`src/hdl/dac_decode_pkg.sv`:
```
// constants for the four-channel data register decode
package dac_decode_pkg;
    // ****************************************
    // frame layout
    // ****************************************
    localparam int FRAME_W = 24;
    localparam int RW_POS = 23;
    localparam int CHIP_HI = 22;
    localparam int CHIP_LO = 21;
    localparam int SEL_HI = 20;
    localparam int SEL_LO = 18;
    localparam int CH_HI = 17;
    localparam int CH_LO = 16;
    localparam int DATA_HI = 15;
    localparam int NUM_CH = 4;
    // ****************************************
    // register select codes
    // ****************************************
    localparam logic [2:0] SEL_DATA = 3'h0;
    localparam logic [2:0] SEL_GAIN = 3'h2;
    localparam logic [2:0] SEL_GAIN_ALL = 3'h3;
    localparam logic [2:0] SEL_OFFSET = 3'h4;
    localparam logic [2:0] SEL_OFFSET_ALL = 3'h5;
    localparam logic [2:0] SEL_CLEAR = 3'h6;
    localparam logic [2:0] SEL_CONTROL = 3'h7;
    // ****************************************
    // reset values
    // ****************************************
    localparam logic [15:0] CODE_RESET = 16'h0000;
    localparam logic [15:0] GAIN_RESET = 16'hFFFF;
    localparam logic [15:0] OFFSET_RESET = 16'h8000;
    localparam logic [15:0] CLEAR_RESET = 16'h0000;
    localparam logic [3:0] CLEAR_EN_RESET = 4'h0;
endpackage : dac_decode_pkg

```
`src/hdl/dac_data_decode.sv`:
```
// decode of serial write frames into per-channel data registers
// How it works
// - frame is 24 bits: rw, chip address, select, channel, 16-bit payload
// - frame acted upon only if chip address equals the two strap inputs
// - select 010 loads payload into gain of addressed channel
// - select 011 loads payload into gain of all four channels
// - select 100 loads payload into offset of addressed channel
// - select 101 loads payload into offset of all four channels
// - select 110 stores payload as clear value of addressed channel
// - select 111 hands frame to control-register path with its sub-field
// - channel field picks A..D by 00..11, ignored where irrelevant
// - data write takes output code from payload bits 15..0
// - gain register is 16-bit straight binary
// - gain resets to all ones
// - offset register is 16-bit straight binary around mid-scale
// - offset resets to mid-scale 8000
// - clear value resets to zero
// - per-channel enable chooses whether clear input loads clear value
`timescale 1ns/10ps
`default_nettype none
module dac_data_decode (
    // clock and reset
    input wire logic MCLK_I,
    input wire logic RSTN_I,
    // address straps from pins
    input wire logic CHIP_STRAP_HIGH_I,
    input wire logic CHIP_STRAP_LOW_I,
    // frame from serial shifter
    input wire logic FRAME_VALID_I,
    input wire logic [23:0] FRAME_I,
    // clear input from pin and per-channel enables
    input wire logic CLEAR_I,
    input wire logic [3:0] CLEAR_ENABLE_I,
    // register contents
    output logic [63:0] OUTPUT_CODE_O,
    output logic [63:0] GAIN_TRIM_O,
    output logic [63:0] OFFSET_TRIM_O,
    output logic [63:0] CLEAR_VALUE_O,
    // control-register hand-off
    output logic CTRL_VALID_O,
    output logic [1:0] CTRL_CHANNEL_O,
    output logic [15:0] CTRL_DATA_O
);
    // ****************************************
    // helper functions
    // ****************************************
    // true once the two oldest stages of a synchroniser hold one level
    function automatic logic agree(input logic [2:0] stages);
        agree = (stages[1] == stages[2]);
    endfunction : agree

    // one-hot channel pick, or all four for a broadcast
    function automatic logic [3:0] pick(input logic [1:0] ch, input logic all);
        logic [3:0] onehot;
        onehot = 4'h1 << ch;
        pick = all ? 4'hF : onehot;
    endfunction : pick

    // ****************************************
    // operation decode
    // ****************************************
    typedef enum logic [2:0] {
        op_none = 3'b000,
        op_code = 3'b001,
        op_gain_one = 3'b010,
        op_gain_all = 3'b011,
        op_offset_one = 3'b100,
        op_offset_all = 3'b101,
        op_clear = 3'b110,
        op_control = 3'b111
    } op_t;

    // select 001 has no register behind it and falls to op_none
    function automatic op_t decode_op(input logic [2:0] sel);
        case (sel)
            dac_decode_pkg::SEL_DATA: begin
                decode_op = op_code;
            end
            dac_decode_pkg::SEL_GAIN: begin
                decode_op = op_gain_one;
            end
            dac_decode_pkg::SEL_GAIN_ALL: begin
                decode_op = op_gain_all;
            end
            dac_decode_pkg::SEL_OFFSET: begin
                decode_op = op_offset_one;
            end
            dac_decode_pkg::SEL_OFFSET_ALL: begin
                decode_op = op_offset_all;
            end
            dac_decode_pkg::SEL_CLEAR: begin
                decode_op = op_clear;
            end
            dac_decode_pkg::SEL_CONTROL: begin
                decode_op = op_control;
            end
            default: begin
                decode_op = op_none;
            end
        endcase
    endfunction : decode_op

    // ****************************************
    // pin synchronisers
    // ****************************************
    logic [2:0] strap_hi_sync;
    logic [2:0] strap_lo_sync;
    logic [2:0] clear_sync;
    logic strap_hi;
    logic strap_lo;
    logic clear_level;

    // straps are static in use but still cross in from pins
    always_ff @(posedge MCLK_I) begin
        if (!RSTN_I) begin
            strap_hi_sync <= 3'h0;
        end else begin
            strap_hi_sync <= {strap_hi_sync[1:0], CHIP_STRAP_HIGH_I};
        end
    end

    always_ff @(posedge MCLK_I) begin
        if (!RSTN_I) begin
            strap_lo_sync <= 3'h0;
        end else begin
            strap_lo_sync <= {strap_lo_sync[1:0], CHIP_STRAP_LOW_I};
        end
    end

    // clear is asynchronous to the clock; about four cycles of latency
    always_ff @(posedge MCLK_I) begin
        if (!RSTN_I) begin
            clear_sync <= 3'h0;
        end else begin
            clear_sync <= {clear_sync[1:0], CLEAR_I};
        end
    end

    // a change counts only once stages two and three agree
    always_ff @(posedge MCLK_I) begin
        if (!RSTN_I) begin
            strap_hi <= 1'b0;
        end else if (agree(strap_hi_sync)) begin
            strap_hi <= strap_hi_sync[2];
        end
    end

    always_ff @(posedge MCLK_I) begin
        if (!RSTN_I) begin
            strap_lo <= 1'b0;
        end else if (agree(strap_lo_sync)) begin
            strap_lo <= strap_lo_sync[2];
        end
    end

    // a glitch on the clear pin shorter than two cycles is filtered out
    always_ff @(posedge MCLK_I) begin
        if (!RSTN_I) begin
            clear_level <= 1'b0;
        end else if (agree(clear_sync)) begin
            clear_level <= clear_sync[2];
        end
    end

    // ****************************************
    // frame fields
    // ****************************************
    logic is_write;
    logic [1:0] chip_addr;
    logic [2:0] register_select_field;
    logic [1:0] channel_addr;
    logic [15:0] payload;
    logic addr_match;
    logic act;
    op_t op;

    // bit 23 low marks a write; read frames belong to the readback logic
    assign is_write = ~FRAME_I[dac_decode_pkg::RW_POS];
    assign chip_addr = FRAME_I[dac_decode_pkg::CHIP_HI:dac_decode_pkg::CHIP_LO];
    assign register_select_field = FRAME_I[dac_decode_pkg::SEL_HI:dac_decode_pkg::SEL_LO];
    assign channel_addr = FRAME_I[dac_decode_pkg::CH_HI:dac_decode_pkg::CH_LO];
    assign payload = FRAME_I[dac_decode_pkg::DATA_HI:0];
    // compared against the filtered straps, never the raw pins
    assign addr_match = (chip_addr == {strap_hi, strap_lo});
    // straps settle a few cycles after reset; frames before that may be dropped
    assign act = FRAME_VALID_I && is_write && addr_match;
    assign op = decode_op(register_select_field);

    // ****************************************
    // write enables
    // ****************************************
    logic [3:0] code_we;
    logic [3:0] gain_we;
    logic [3:0] offset_we;
    logic [3:0] clear_we;
    logic ctrl_we;

    // one-hot per channel; broadcasts light all four in the same cycle
    always_comb begin
        code_we = 4'h0;
        gain_we = 4'h0;
        offset_we = 4'h0;
        clear_we = 4'h0;
        ctrl_we = 1'b0;
        if (act) begin
            case (op)
                op_code: begin
                    code_we = pick(channel_addr, 1'b0);
                end
                op_gain_one: begin
                    gain_we = pick(channel_addr, 1'b0);
                end
                op_gain_all: begin
                    gain_we = pick(channel_addr, 1'b1);
                end
                op_offset_one: begin
                    offset_we = pick(channel_addr, 1'b0);
                end
                op_offset_all: begin
                    offset_we = pick(channel_addr, 1'b1);
                end
                op_clear: begin
                    clear_we = pick(channel_addr, 1'b0);
                end
                op_control: begin
                    ctrl_we = 1'b1;
                end
                default: begin
                end
            endcase
        end
    end

    // ****************************************
    // clear participation
    // ****************************************
    // level clear: enabled channels hold their clear value while it is high
    // the enables come from logic on this clock, so they need no synchroniser
    logic [3:0] clear_load;

    assign clear_load = clear_level ? CLEAR_ENABLE_I : 4'h0;

    // ****************************************
    // channel registers
    // ****************************************
    logic [15:0] code_q [4];
    logic [15:0] gain_q [4];
    logic [15:0] offset_q [4];
    logic [15:0] clear_q [4];

    // clear wins over a data write landing in the same cycle
    always_ff @(posedge MCLK_I) begin
        for (int i = 0; i < dac_decode_pkg::NUM_CH; i++) begin
            if (!RSTN_I) begin
                code_q[i] <= dac_decode_pkg::CODE_RESET;
            end else if (clear_load[i]) begin
                code_q[i] <= clear_q[i];
            end else if (code_we[i]) begin
                code_q[i] <= payload;
            end
        end
    end

    // gain trims are straight binary, all ones out of reset
    always_ff @(posedge MCLK_I) begin
        for (int i = 0; i < dac_decode_pkg::NUM_CH; i++) begin
            if (!RSTN_I) begin
                gain_q[i] <= dac_decode_pkg::GAIN_RESET;
            end else if (gain_we[i]) begin
                gain_q[i] <= payload;
            end
        end
    end

    // mid-scale offset means no adjustment
    always_ff @(posedge MCLK_I) begin
        for (int i = 0; i < dac_decode_pkg::NUM_CH; i++) begin
            if (!RSTN_I) begin
                offset_q[i] <= dac_decode_pkg::OFFSET_RESET;
            end else if (offset_we[i]) begin
                offset_q[i] <= payload;
            end
        end
    end

    // clear values only take effect through the clear pin
    always_ff @(posedge MCLK_I) begin
        for (int i = 0; i < dac_decode_pkg::NUM_CH; i++) begin
            if (!RSTN_I) begin
                clear_q[i] <= dac_decode_pkg::CLEAR_RESET;
            end else if (clear_we[i]) begin
                clear_q[i] <= payload;
            end
        end
    end

    // ****************************************
    // control path hand-off
    // ****************************************
    // one-cycle strobe so the control decode never acts twice on one frame
    always_ff @(posedge MCLK_I) begin
        if (!RSTN_I) begin
            CTRL_VALID_O <= 1'b0;
        end else begin
            CTRL_VALID_O <= ctrl_we;
        end
    end

    // channel and payload stand until the next control frame
    always_ff @(posedge MCLK_I) begin
        if (!RSTN_I) begin
            CTRL_CHANNEL_O <= 2'h0;
            CTRL_DATA_O <= 16'h0000;
        end else if (ctrl_we) begin
            CTRL_CHANNEL_O <= channel_addr;
            CTRL_DATA_O <= payload;
        end
    end

    // ****************************************
    // register outputs
    // ****************************************
    // flattening only: every bit is wired straight from its channel register
    always_comb begin
        for (int i = 0; i < dac_decode_pkg::NUM_CH; i++) begin
            OUTPUT_CODE_O[i*16 +: 16] = code_q[i];
        end
    end

    always_comb begin
        for (int i = 0; i < dac_decode_pkg::NUM_CH; i++) begin
            GAIN_TRIM_O[i*16 +: 16] = gain_q[i];
        end
    end

    always_comb begin
        for (int i = 0; i < dac_decode_pkg::NUM_CH; i++) begin
            OFFSET_TRIM_O[i*16 +: 16] = offset_q[i];
        end
    end

    always_comb begin
        for (int i = 0; i < dac_decode_pkg::NUM_CH; i++) begin
            CLEAR_VALUE_O[i*16 +: 16] = clear_q[i];
        end
    end
endmodule : dac_data_decode
`default_nettype wire

```
`config.mk`:
```
export PLATFORM = sky130hd
export DESIGN_NAME = dac_data_decode
export DESIGN_NICKNAME = d
export VERILOG_FILES = /design/src/hdl/dac_decode_pkg.sv /design/src/hdl/dac_data_decode.sv
export SDC_FILE = /design/constraint.sdc
export NUM_CORES = 1
export LEC_CHECK = 0
export BUFFER_PORTS_ARGS = -buffer_cell sky130_fd_sc_hd__buf_2
export CAP_MARGIN = 15
export CORE_UTILIZATION = 30
export DETAILED_ROUTE_END_ITERATION = 12
export PLACE_DENSITY = 0.51
export SLEW_MARGIN = 20
export SYNTH_ARGS = -nofsm -noshare
export SYNTH_HDL_FRONTEND = slang
export SYNTH_SLANG_ARGS = --single-unit
```
`constraint.sdc`:
```
create_clock -name MCLK_I -period 5.7 [get_ports MCLK_I]
set_clock_uncertainty 0.1 [all_clocks]
set_input_delay 0.57 -clock MCLK_I [delete_from_list [all_inputs] [get_ports MCLK_I]]
set_output_delay 0.57 -clock MCLK_I [all_outputs]
set_load 0.05 [all_outputs]
```
==> results of run 1 <==
==> cell usage in the layout, fill, tap and decap left out, types with 3 or more instances in the layout <==
cell       instances
buf_4             24
clkbuf_16         31
nor3_1           121
edfxtp_1         256
dfxtp_1           31
clkinv_2           6
nor2_1            37
nand2b_1           4
nor2b_1            3
nand4_1            6
mux2i_1           18
buf_2            308
a22o_1            15
o211ai_1           3
nand2_1          163
and3_1             4
o21ai_0            3
o21ai_1            7
and2_1             9
o31ai_1           18
o21ai_2            4
clkbuf_1          10
nand3_1            4
o41ai_1           30
clkbuf_8           6
a21oi_1            3
==> registers in the layout (all words and copies together), names as in the netlist <==
| name | count |
|---|---|
| CTRL_CHANNEL_O | 2 |
| CTRL_DATA_O | 16 |
| CTRL_VALID_O | 1 |
| clear_level | 1 |
| clear_q | 64 |
| clear_sync | 3 |
| code_q | 64 |
| gain_q | 64 |
| offset_q | 64 |
| strap_hi | 1 |
| strap_hi_sync | 3 |
| strap_lo | 1 |
| strap_lo_sync | 3 |
==> per-stage QoR <==
stage | power [uW] | hold slack [ps] | utilization [%]
finish | 4720 | 147 | 38.8
global placement | 2850 | 323 | 36.1
detailed placement | 2850 | 323 | 36.1
global route | 4870 | 133 | 38.8
floorplan | 2700 | 312 | -
CTS | 4760 | 135 | 38.7
==> area by class of cell <==
cell class	instances	area (um2)
Timing Repair Buffer	332	1720
Antenna cell	2	5.00
Inverter	2	7.51
Fill cell	3586	22500
Multi-Input combinational cell	479	2680
Clock buffer	47	896
Sequential cell	287	8310
Tap cell	468	586
Clock inverter	9	75.1
==> report_power, final <==
group,switching (uW),internal (uW)
registers,25.4,2340
clock network,795,1120
logic,374,67.3
==> per-layer routing <==
layer	global-route usage [%]	vias to the layer above	wire, um
li1	-	3734	-
met1	25.8	4026	16100
met2	30.9	339	17800
met3	5.36	44	3290
met4	3.65	10	478
met5	0	-	61
==> cells by family after synthesis <==
group | synth area share, %
AO/OA/AOI/OAI | 6.66
multiplexers | 1.60
AND/OR/NAND/NOR | 14.5
flip-flops | 73.8
buffers and inverters | 3.08
XOR/XNOR | 0.311
==> worst max-delay path by stage <==
stage	startpoint	to	slack [ps]
2_1_floorplan	FRAME_I[19]	code_q[0][0]	1360
3_3_place_gp	FRAME_I[20]	code_q[0][10]	1950
3_5_place_dp	FRAME_I[20]	code_q[0][11]	1900
4_1_cts	strap_hi	gain_q[3][12]	2210
5_1_grt	strap_hi	gain_q[3][6]	1970
6_report	strap_hi	gain_q[3][12]	2180
==> worst max-delay path, delay by kind of cell (launching register included) <==
kind | cells | cell delay [ps]
xor+xnor | 1 | 690
simple gates | 1 | 910
compound gates | 1 | 1080
flops | 1 | 350
==> results_dict.tcl, run 1 <==
set metrics [dict create \
    die_w_um 196 \
    reg2reg_depth 3 \
    clkTransAtPathRegs_ps 60 \
    p_per_area_mw_per_mm2 331 \
    num_vias 8153 \
    critPathCaptureType "flip-flop" \
    hold_depth 2 \
    dpl.hpwl_um 25800 \
    die-height_um 196 \
    first_global_vias 7853 \
    min_to "strap_hi_sync[0]" \
    hp-start "CHIP_STRAP_HIGH_I" \
    start_util_pct 30.6 \
    ir_drop_uv 234 \
    synthTopCellsByCount "edfxtp_1 (256), nand2_1 (163), nor3_1 (121)" \
    wire_per_inst_um 23.2 \
    cts_tree "done" \
    rows 70 \
    yosysTopAreaCellShare_pct 68.3 \
    h-tree-depth 1 \
    required_ps 5760 \
    routed_via_density 5.01 \
    place.gp.congestion 0.796 \
    core_area_mm2 0.0368 \
    pin_count 309 \
    status "finished, final reports clean" \
    async_reset_ff_share_pct 0 \
    grt_pass1_wl_um 53600 \
    ant_nets 0 \
    yosysSeqAreaShare_pct 73.8 \
    drt_iter0_markers 540 \
    post-synth-top-count-cell "edfxtp_1" \
    port_buffers 308 \
    fmax_mhz 284 \
    syn_inst 851 \
    maxCapViolations 0 \
    cts_buffers 30 \
    rsz0062_at_grt "false" \
    grtUsageTotal_pct 19.1 \
    yosys.area.top_type "edfxtp_1" \
    cts_resized 0 \
    grt_max_degree 69 \
    final-max-slew-violation-count 0 \
    wirelength_um 37700 \
    synth_edf_count 256 \
    clk_path_buf_depth 3 \
    nets 1166 \
    drive_above_1_share_pct 34.0 \
    reg2reg_slack_ps 2180 \
    setup_viol 0 \
    yosysWarningCount 0 \
    place_area_mm2 0.0133 \
    r2r-start "strap_hi" \
    relSlewSlack_pct 30.2 \
    yosys_register_bits 287 \
    path_max_fanout 17 \
    crit_slowest_cell "o21ai_2" \
    cts.sinks 287 \
    final_hold_viol_count 0 \
    synthTopCellsByArea "edfxtp_1 (68%), dfxtp_1 (5.5%), nand2_1 (5.4%)" \
    synth_area_mm2 0.0113 \
    die_area_mm2 0.0383 \
    grt_antenna_before_repair 8 \
    period_needed_ps 3520 \
    crit_chain "xnor2_1 -> nand4_1 -> o21ai_2" \
    ys.flop_type "edfxtp_1" \
    ys_types 40 \
    hold_buffers 0 \
    arrival_ps 3590 \
    cts_setup_buffers 0 \
    finalWorstSetupSlack_ps 2180 \
    first_pass_iters 5 \
    cts-root-buf "clkbuf_16" \
    tns_ps 0 \
    final_cells 1626 \
    timing.final.crit_share_pct 61.8 \
    clkLatencyLatePin_ps 540 \
    critPathMaxStageDelay_ps 1080 \
    drcViolationCount 0 \
    regToRegEndpoint "gain_q[3][12]" \
    worstHoldPathType "in2reg" \
    synth_fp_nets 885 \
    start_kind "flip-flop" \
    place_ws_ps 1900 \
    areaGrowthSynthToFinish_pct 26.8 \
    tightest_slew_ps 1050 \
    crit_type "reg2reg" \
    placed_cells 1566 \
    leakage_uw 0.00523 \
    overflow 0 \
    syn_area_per_cell_um2 13.2 \
    final_cell_area_mm2 0.0143 \
]
Power figures use the tool's default switching activity.
==> inputs of run 2 (changes only) <==
--- a/config.mk
+++ b/config.mk
@@ -9,7 +9,7 @@
 export CAP_MARGIN = 15
 export CORE_UTILIZATION = 30
 export DETAILED_ROUTE_END_ITERATION = 12
-export PLACE_DENSITY = 0.51
+export PLACE_DENSITY = 0.52
 export SLEW_MARGIN = 20
 export SYNTH_ARGS = -nofsm -noshare
 export SYNTH_HDL_FRONTEND = slang
==> constraint.sdc (replaced) <==
create_clock -name MCLK_I -period 3.1 [get_ports MCLK_I]
set_clock_uncertainty 0.1 [all_clocks]
set_input_delay 0.31 -clock MCLK_I [delete_from_list [all_inputs] [get_ports MCLK_I]]
set_output_delay 0.31 -clock MCLK_I [all_outputs]
set_load 0.05 [all_outputs]
==> results_dict.tcl, run 2 (synthesis gave the netlist of run 1 again) <==
set metrics [dict create \
    status "finished, final reports clean" \
    first_pass_iters 5 \
    drt_iter0_markers 522 \
    start_util_pct 30.6 \
    cts-root-buf "clkbuf_16" \
    ir_drop_uv 348 \
    placed_cells 1594 \
    die_area_mm2 0.0383 \
    clkTransAtPathRegs_ps 60 \
    num_antenna_cells 0 \
    wire_per_inst_um 23.3 \
    core_area_mm2 0.0368 \
    grt_pass1_wl_um 54900 \
    grtUsageTotal_pct 19.6 \
    port_buffers 308 \
    mostFrequentLayoutCell "buf_2" \
    ant_nets 0 \
    hold_buffers 3 \
    final_cells 1658 \
    worstHoldPathType "in2reg" \
    grt_max_degree 69 \
    nets 1199 \
    path_max_fanout 16 \
    cts.sinks 287 \
    areaGrowthSynthToFinish_pct 30.0 \
    setup_viol 0 \
    clkLatencyLatePin_ps 510 \
    tns_ps 0 \
    dpl.hpwl_um 26200 \
    final-max-slew-violation-count 0 \
    rows 70 \
    grt_antenna_before_repair 6 \
    period_needed_ps 2430 \
    p_total_uw 9160 \
    relSlewSlack_pct 39.7 \
    hold_depth 3 \
    critPathCaptureType "flip-flop" \
    pin_count 309 \
    drive_above_1_share_pct 35.2 \
    routed_via_density 5.02 \
    cts_buffers 34 \
    place.gp.congestion 0.747 \
    nFillCells 3556 \
    cts_tree "done" \
    crit_type "reg2reg" \
    num_vias 8315 \
    fmax_mhz 411 \
    fin_util_pct 39.8 \
    start_kind "flip-flop" \
    maxCapViolations 0 \
    clk_path_buf_depth 3 \
    leakage_uw 0.00542 \
    cts_setup_buffers 0 \
    die-height_um 196 \
    reg2reg_depth 5 \
    final_hold_viol_count 0 \
    wirelength_um 38600 \
    die_w_um 196 \
    arrival_ps 2520 \
    h-tree-depth 2 \
    rsz0062_at_grt "false" \
    overflow 0 \
    required_ps 3180 \
    timing.hold.ws_ps 48.2 \
    timing.final.crit_share_pct 78.5 \
    tightest_slew_ps 902 \
    p_per_area_mw_per_mm2 626 \
    cts_resized 0 \
    layout_common_cells "buf_2 (308), edfxtp_1 (256), nand2_1 (163), nor3_1 (121), buf_4 (50)" \
    first_global_vias 8100 \
    drcViolationCount 0 \
]
[run 2: cell count changes in the layout (fill, tap and decap cells not counted), sizes merged]
cell | previous run | this run
diode | 2 | 0
inv | 2 | 4
clkinv | 6 | 9
bufinv | 1 | 3
buf | 332 | 358
clkinvlp | 2 | 1
dlygate4sd3 | 0 | 3
clkbuf | 47 | 46
[run 2: routing by layer]
metal  global-route usage [%]  share of wire, %  vias to the layer above
li1                         -                 -                     3796
met3                     5.35               8.2                       64
met1                     26.7                43                     4090
met4                     5.56               2.3                       10
met2                     30.8                46                      355
met5                        0              0.17                        -
[run 2: area by class of cell]
class | instances | area (um2) | share of cell area, %
clock buffers | 46 | 948 | 6.48
clock inverters | 15 | 161 | 1.10
inverters | 2 | 7.51 | 0.0513
multi-input cells | 479 | 2680 | 18.3
flip-flops and latches | 287 | 8310 | 56.8
well taps | 468 | 586 | 4.00
repair buffers | 361 | 1950 | 13.3
[run 2: worst paths after layout]
path,start,end,slack (ps)
max,strap_hi,code_q[0][7],670
min,FRAME_I[8],gain_q[0][8],50
max reg2reg,strap_hi,code_q[0][7],670
min reg2reg,clear_sync[0],clear_sync[1],340
[run 2: power breakdown]
part,switching [uW],internal (uW),total [uW]
Combinational,702,144,845
Sequential,44.2,4300,4340
Clock,1570,2410,3980
Total,2310,6850,9160
[run 2: stage by stage]
stage / setup WS [ps] / cell area [um2]
3_5_place_dp: 331 / 13500
5_1_grt: 600 / 14600
2_1_floorplan: 47.9 / 11300
4_1_cts: 669 / 14600
6_report: 668 / 14600
3_3_place_gp: 352 / 13500
[run 2: critical path, stage by stage, from the launching register on]
cell and delay, ps:
dfxtp_1 350, xor2_1 170, buf_4 170, or4_1 720
o311ai_2 300, buf_4 290
==> inputs of run 3 (changes only) <==
--- a/config.mk
+++ b/config.mk
@@ -9,7 +9,7 @@
 export CAP_MARGIN = 15
 export CORE_UTILIZATION = 30
 export DETAILED_ROUTE_END_ITERATION = 12
-export PLACE_DENSITY = 0.52
+export PLACE_DENSITY = 0.51
 export SLEW_MARGIN = 20
 export SYNTH_ARGS = -nofsm -noshare
 export SYNTH_HDL_FRONTEND = slang
==> constraint.sdc (replaced) <==
create_clock -name MCLK_I -period 2.44 [get_ports MCLK_I]
set_clock_uncertainty 0.1 [all_clocks]
set_input_delay 0.244 -clock MCLK_I [delete_from_list [all_inputs] [get_ports MCLK_I]]
set_output_delay 0.244 -clock MCLK_I [all_outputs]
set_load 0.05 [all_outputs]
==> results_dict.tcl, run 3 (synthesis gave the netlist of run 1 again) <==
set metrics [dict create \
    status "finished, final reports clean" \
    internal_power_uw 8660 \
    grtUsageTotal_pct 19.5 \
    finalWorstSetupSlack_ps 205 \
    mostFrequentLayoutCell "buf_2" \
    dpl.hpwl_um 26600 \
    die_w_um 196 \
    p_per_area_mw_per_mm2 777 \
    rows 70 \
    crit_slowest_cell "xnor2_2" \
    num_antenna_cells 0 \
    placed_cells 1608 \
    core_area_mm2 0.0368 \
    nets 1225 \
    arrival_ps 2320 \
    first_global_vias 8075 \
    crit_chain "xnor2_2 -> nand4_1 -> o31ai_2 -> buf_4" \
    layout_common_cells "buf_2 (308), edfxtp_1 (256), nand2_1 (163), nor3_1 (121), buf_4 (60)" \
    tightest_slew_ps 815 \
    timing.hold.ws_ps 19.5 \
    wirelength_um 38100 \
    final_hold_viol_count 0 \
    drt_iter0_markers 496 \
    cts.sinks 287 \
    r2r-start "strap_lo" \
    cts_buffers 34 \
    drive_above_1_share_pct 35.6 \
    port_buffers 308 \
    final_cell_area_mm2 0.0149 \
    setup_viol 0 \
    crit_type "reg2reg" \
    cts_setup_buffers 0 \
    fmax_mhz 447 \
    first_pass_iters 5 \
    worstHoldPathType "in2reg" \
    drcViolationCount 0 \
    ir_drop_uv 372 \
    critPathCaptureType "flip-flop" \
    grt_antenna_before_repair 2 \
    routed_via_density 4.99 \
    startpoint "strap_lo" \
    cts-root-buf "clkbuf_16" \
    p_clk_share_pct 42.7 \
    final_cells 1683 \
    die-height_um 196 \
    num_vias 8398 \
    clkTransAtPathRegs_ps 60 \
    leakage_uw 0.00555 \
    overflow 0 \
    path_max_fanout 16 \
    power_frac_seq_pct 47.7 \
    period_needed_ps 2240 \
    rsz0062_at_grt "false" \
    ant_nets 0 \
    wire_per_inst_um 22.6 \
    place.gp.congestion 0.787 \
    grt_max_degree 69 \
    critPathMaxStageDelay_ps 480 \
    clk_path_buf_depth 3 \
    maxCapViolations 0 \
    relSlewSlack_pct 45.7 \
    timing.final.crit_share_pct 91.6 \
    die_area_mm2 0.0383 \
    start_util_pct 30.6 \
    required_ps 2530 \
    combPwrFrac_pct 9.6 \
    grt_pass1_wl_um 54900 \
    areaGrowthSynthToFinish_pct 32.2 \
    pin_count 309 \
    place_area_mm2 0.0136 \
    hp-start "FRAME_I[9]" \
    final-max-slew-violation-count 0 \
    h-tree-depth 2 \
    cts_tree "done" \
    start_kind "flip-flop" \
    clkLatencyLatePin_ps 500 \
    p_switching_uw 2910 \
    switching_share_pct 25.1 \
    place_ws_ps -119 \
]
==> run 3: cell count changes in the layout (fill, tap and decap cells not counted), sizes merged <==
cell / delta
clkbuf: -2
clkinvlp: -1
buf: +14
clkinv: +2
dlygate4sd3: +12
==> run 3: path summary, 6_finish.rpt <==
path                      endpoint  slack, ps  cells after the start
hold / removal        gain_q[2][9]         20                      3
hold reg to reg   strap_lo_sync[1]        340                      1
setup / recovery     clear_q[0][7]        200                      4
setup reg to reg     clear_q[0][7]        200                      4
==> run 3: metal layers <==
layer | track usage (%) | vias to the layer above | share of wire (%)
met2 | 30.6 | 394 | 46
met1 | 27.2 | 4108 | 43
li1 | - | 3849 | -
met3 | 5.09 | 45 | 9.4
met4 | 4.20 | 2 | 1.5
met5 | 0 | - | 0.021
==> run 3: power by group through the flow <==
stage,sequential (uW),clock [uW],combinational [uW]
final,5520,4940,1110
after global routing,5530,5230,1160
after CTS,5520,5040,1120
after detailed placement,5620,0,1100
after global placement,5620,0,1090
after floorplan,6060,0,248
==> run 3: worst max-delay path, delay by kind of cell, from the launching register on <==
kind	cells	cell delay, ps
buffers and inverters	1	280
and+or+nand+nor	1	410
DFF	1	360
xor gates and xnor gates	1	480
AOI/OAI and AO/OA	1	290
==> run 3: layout make-up <==
type                       instances  area, um2
clock buffer                      44        923
fill                            3543      21900
sequential                       287       8310
timing repair buffer             387       2220
tap                              468        586
clock inverter                    16        151
inverter                           2       7.51
multi-input combinational        479       2680
==> run 3: metrics by stage <==
stage	utilization, %	power, uW	setup TNS, ps
after floorplan	-	6300	-30090
after global placement	37.1	6710	-3230
after detailed placement	37.1	6720	-5400
after CTS	40.5	11700	0
after global routing	40.5	11900	0
final	40.5	11600	0
==> run 3: what timing repair did <==
item,CTS,global route
setup endpoints to repair,95,0
endpoints found under the hold margin,44,0
resized for setup,1,0
hold buffers,15,0
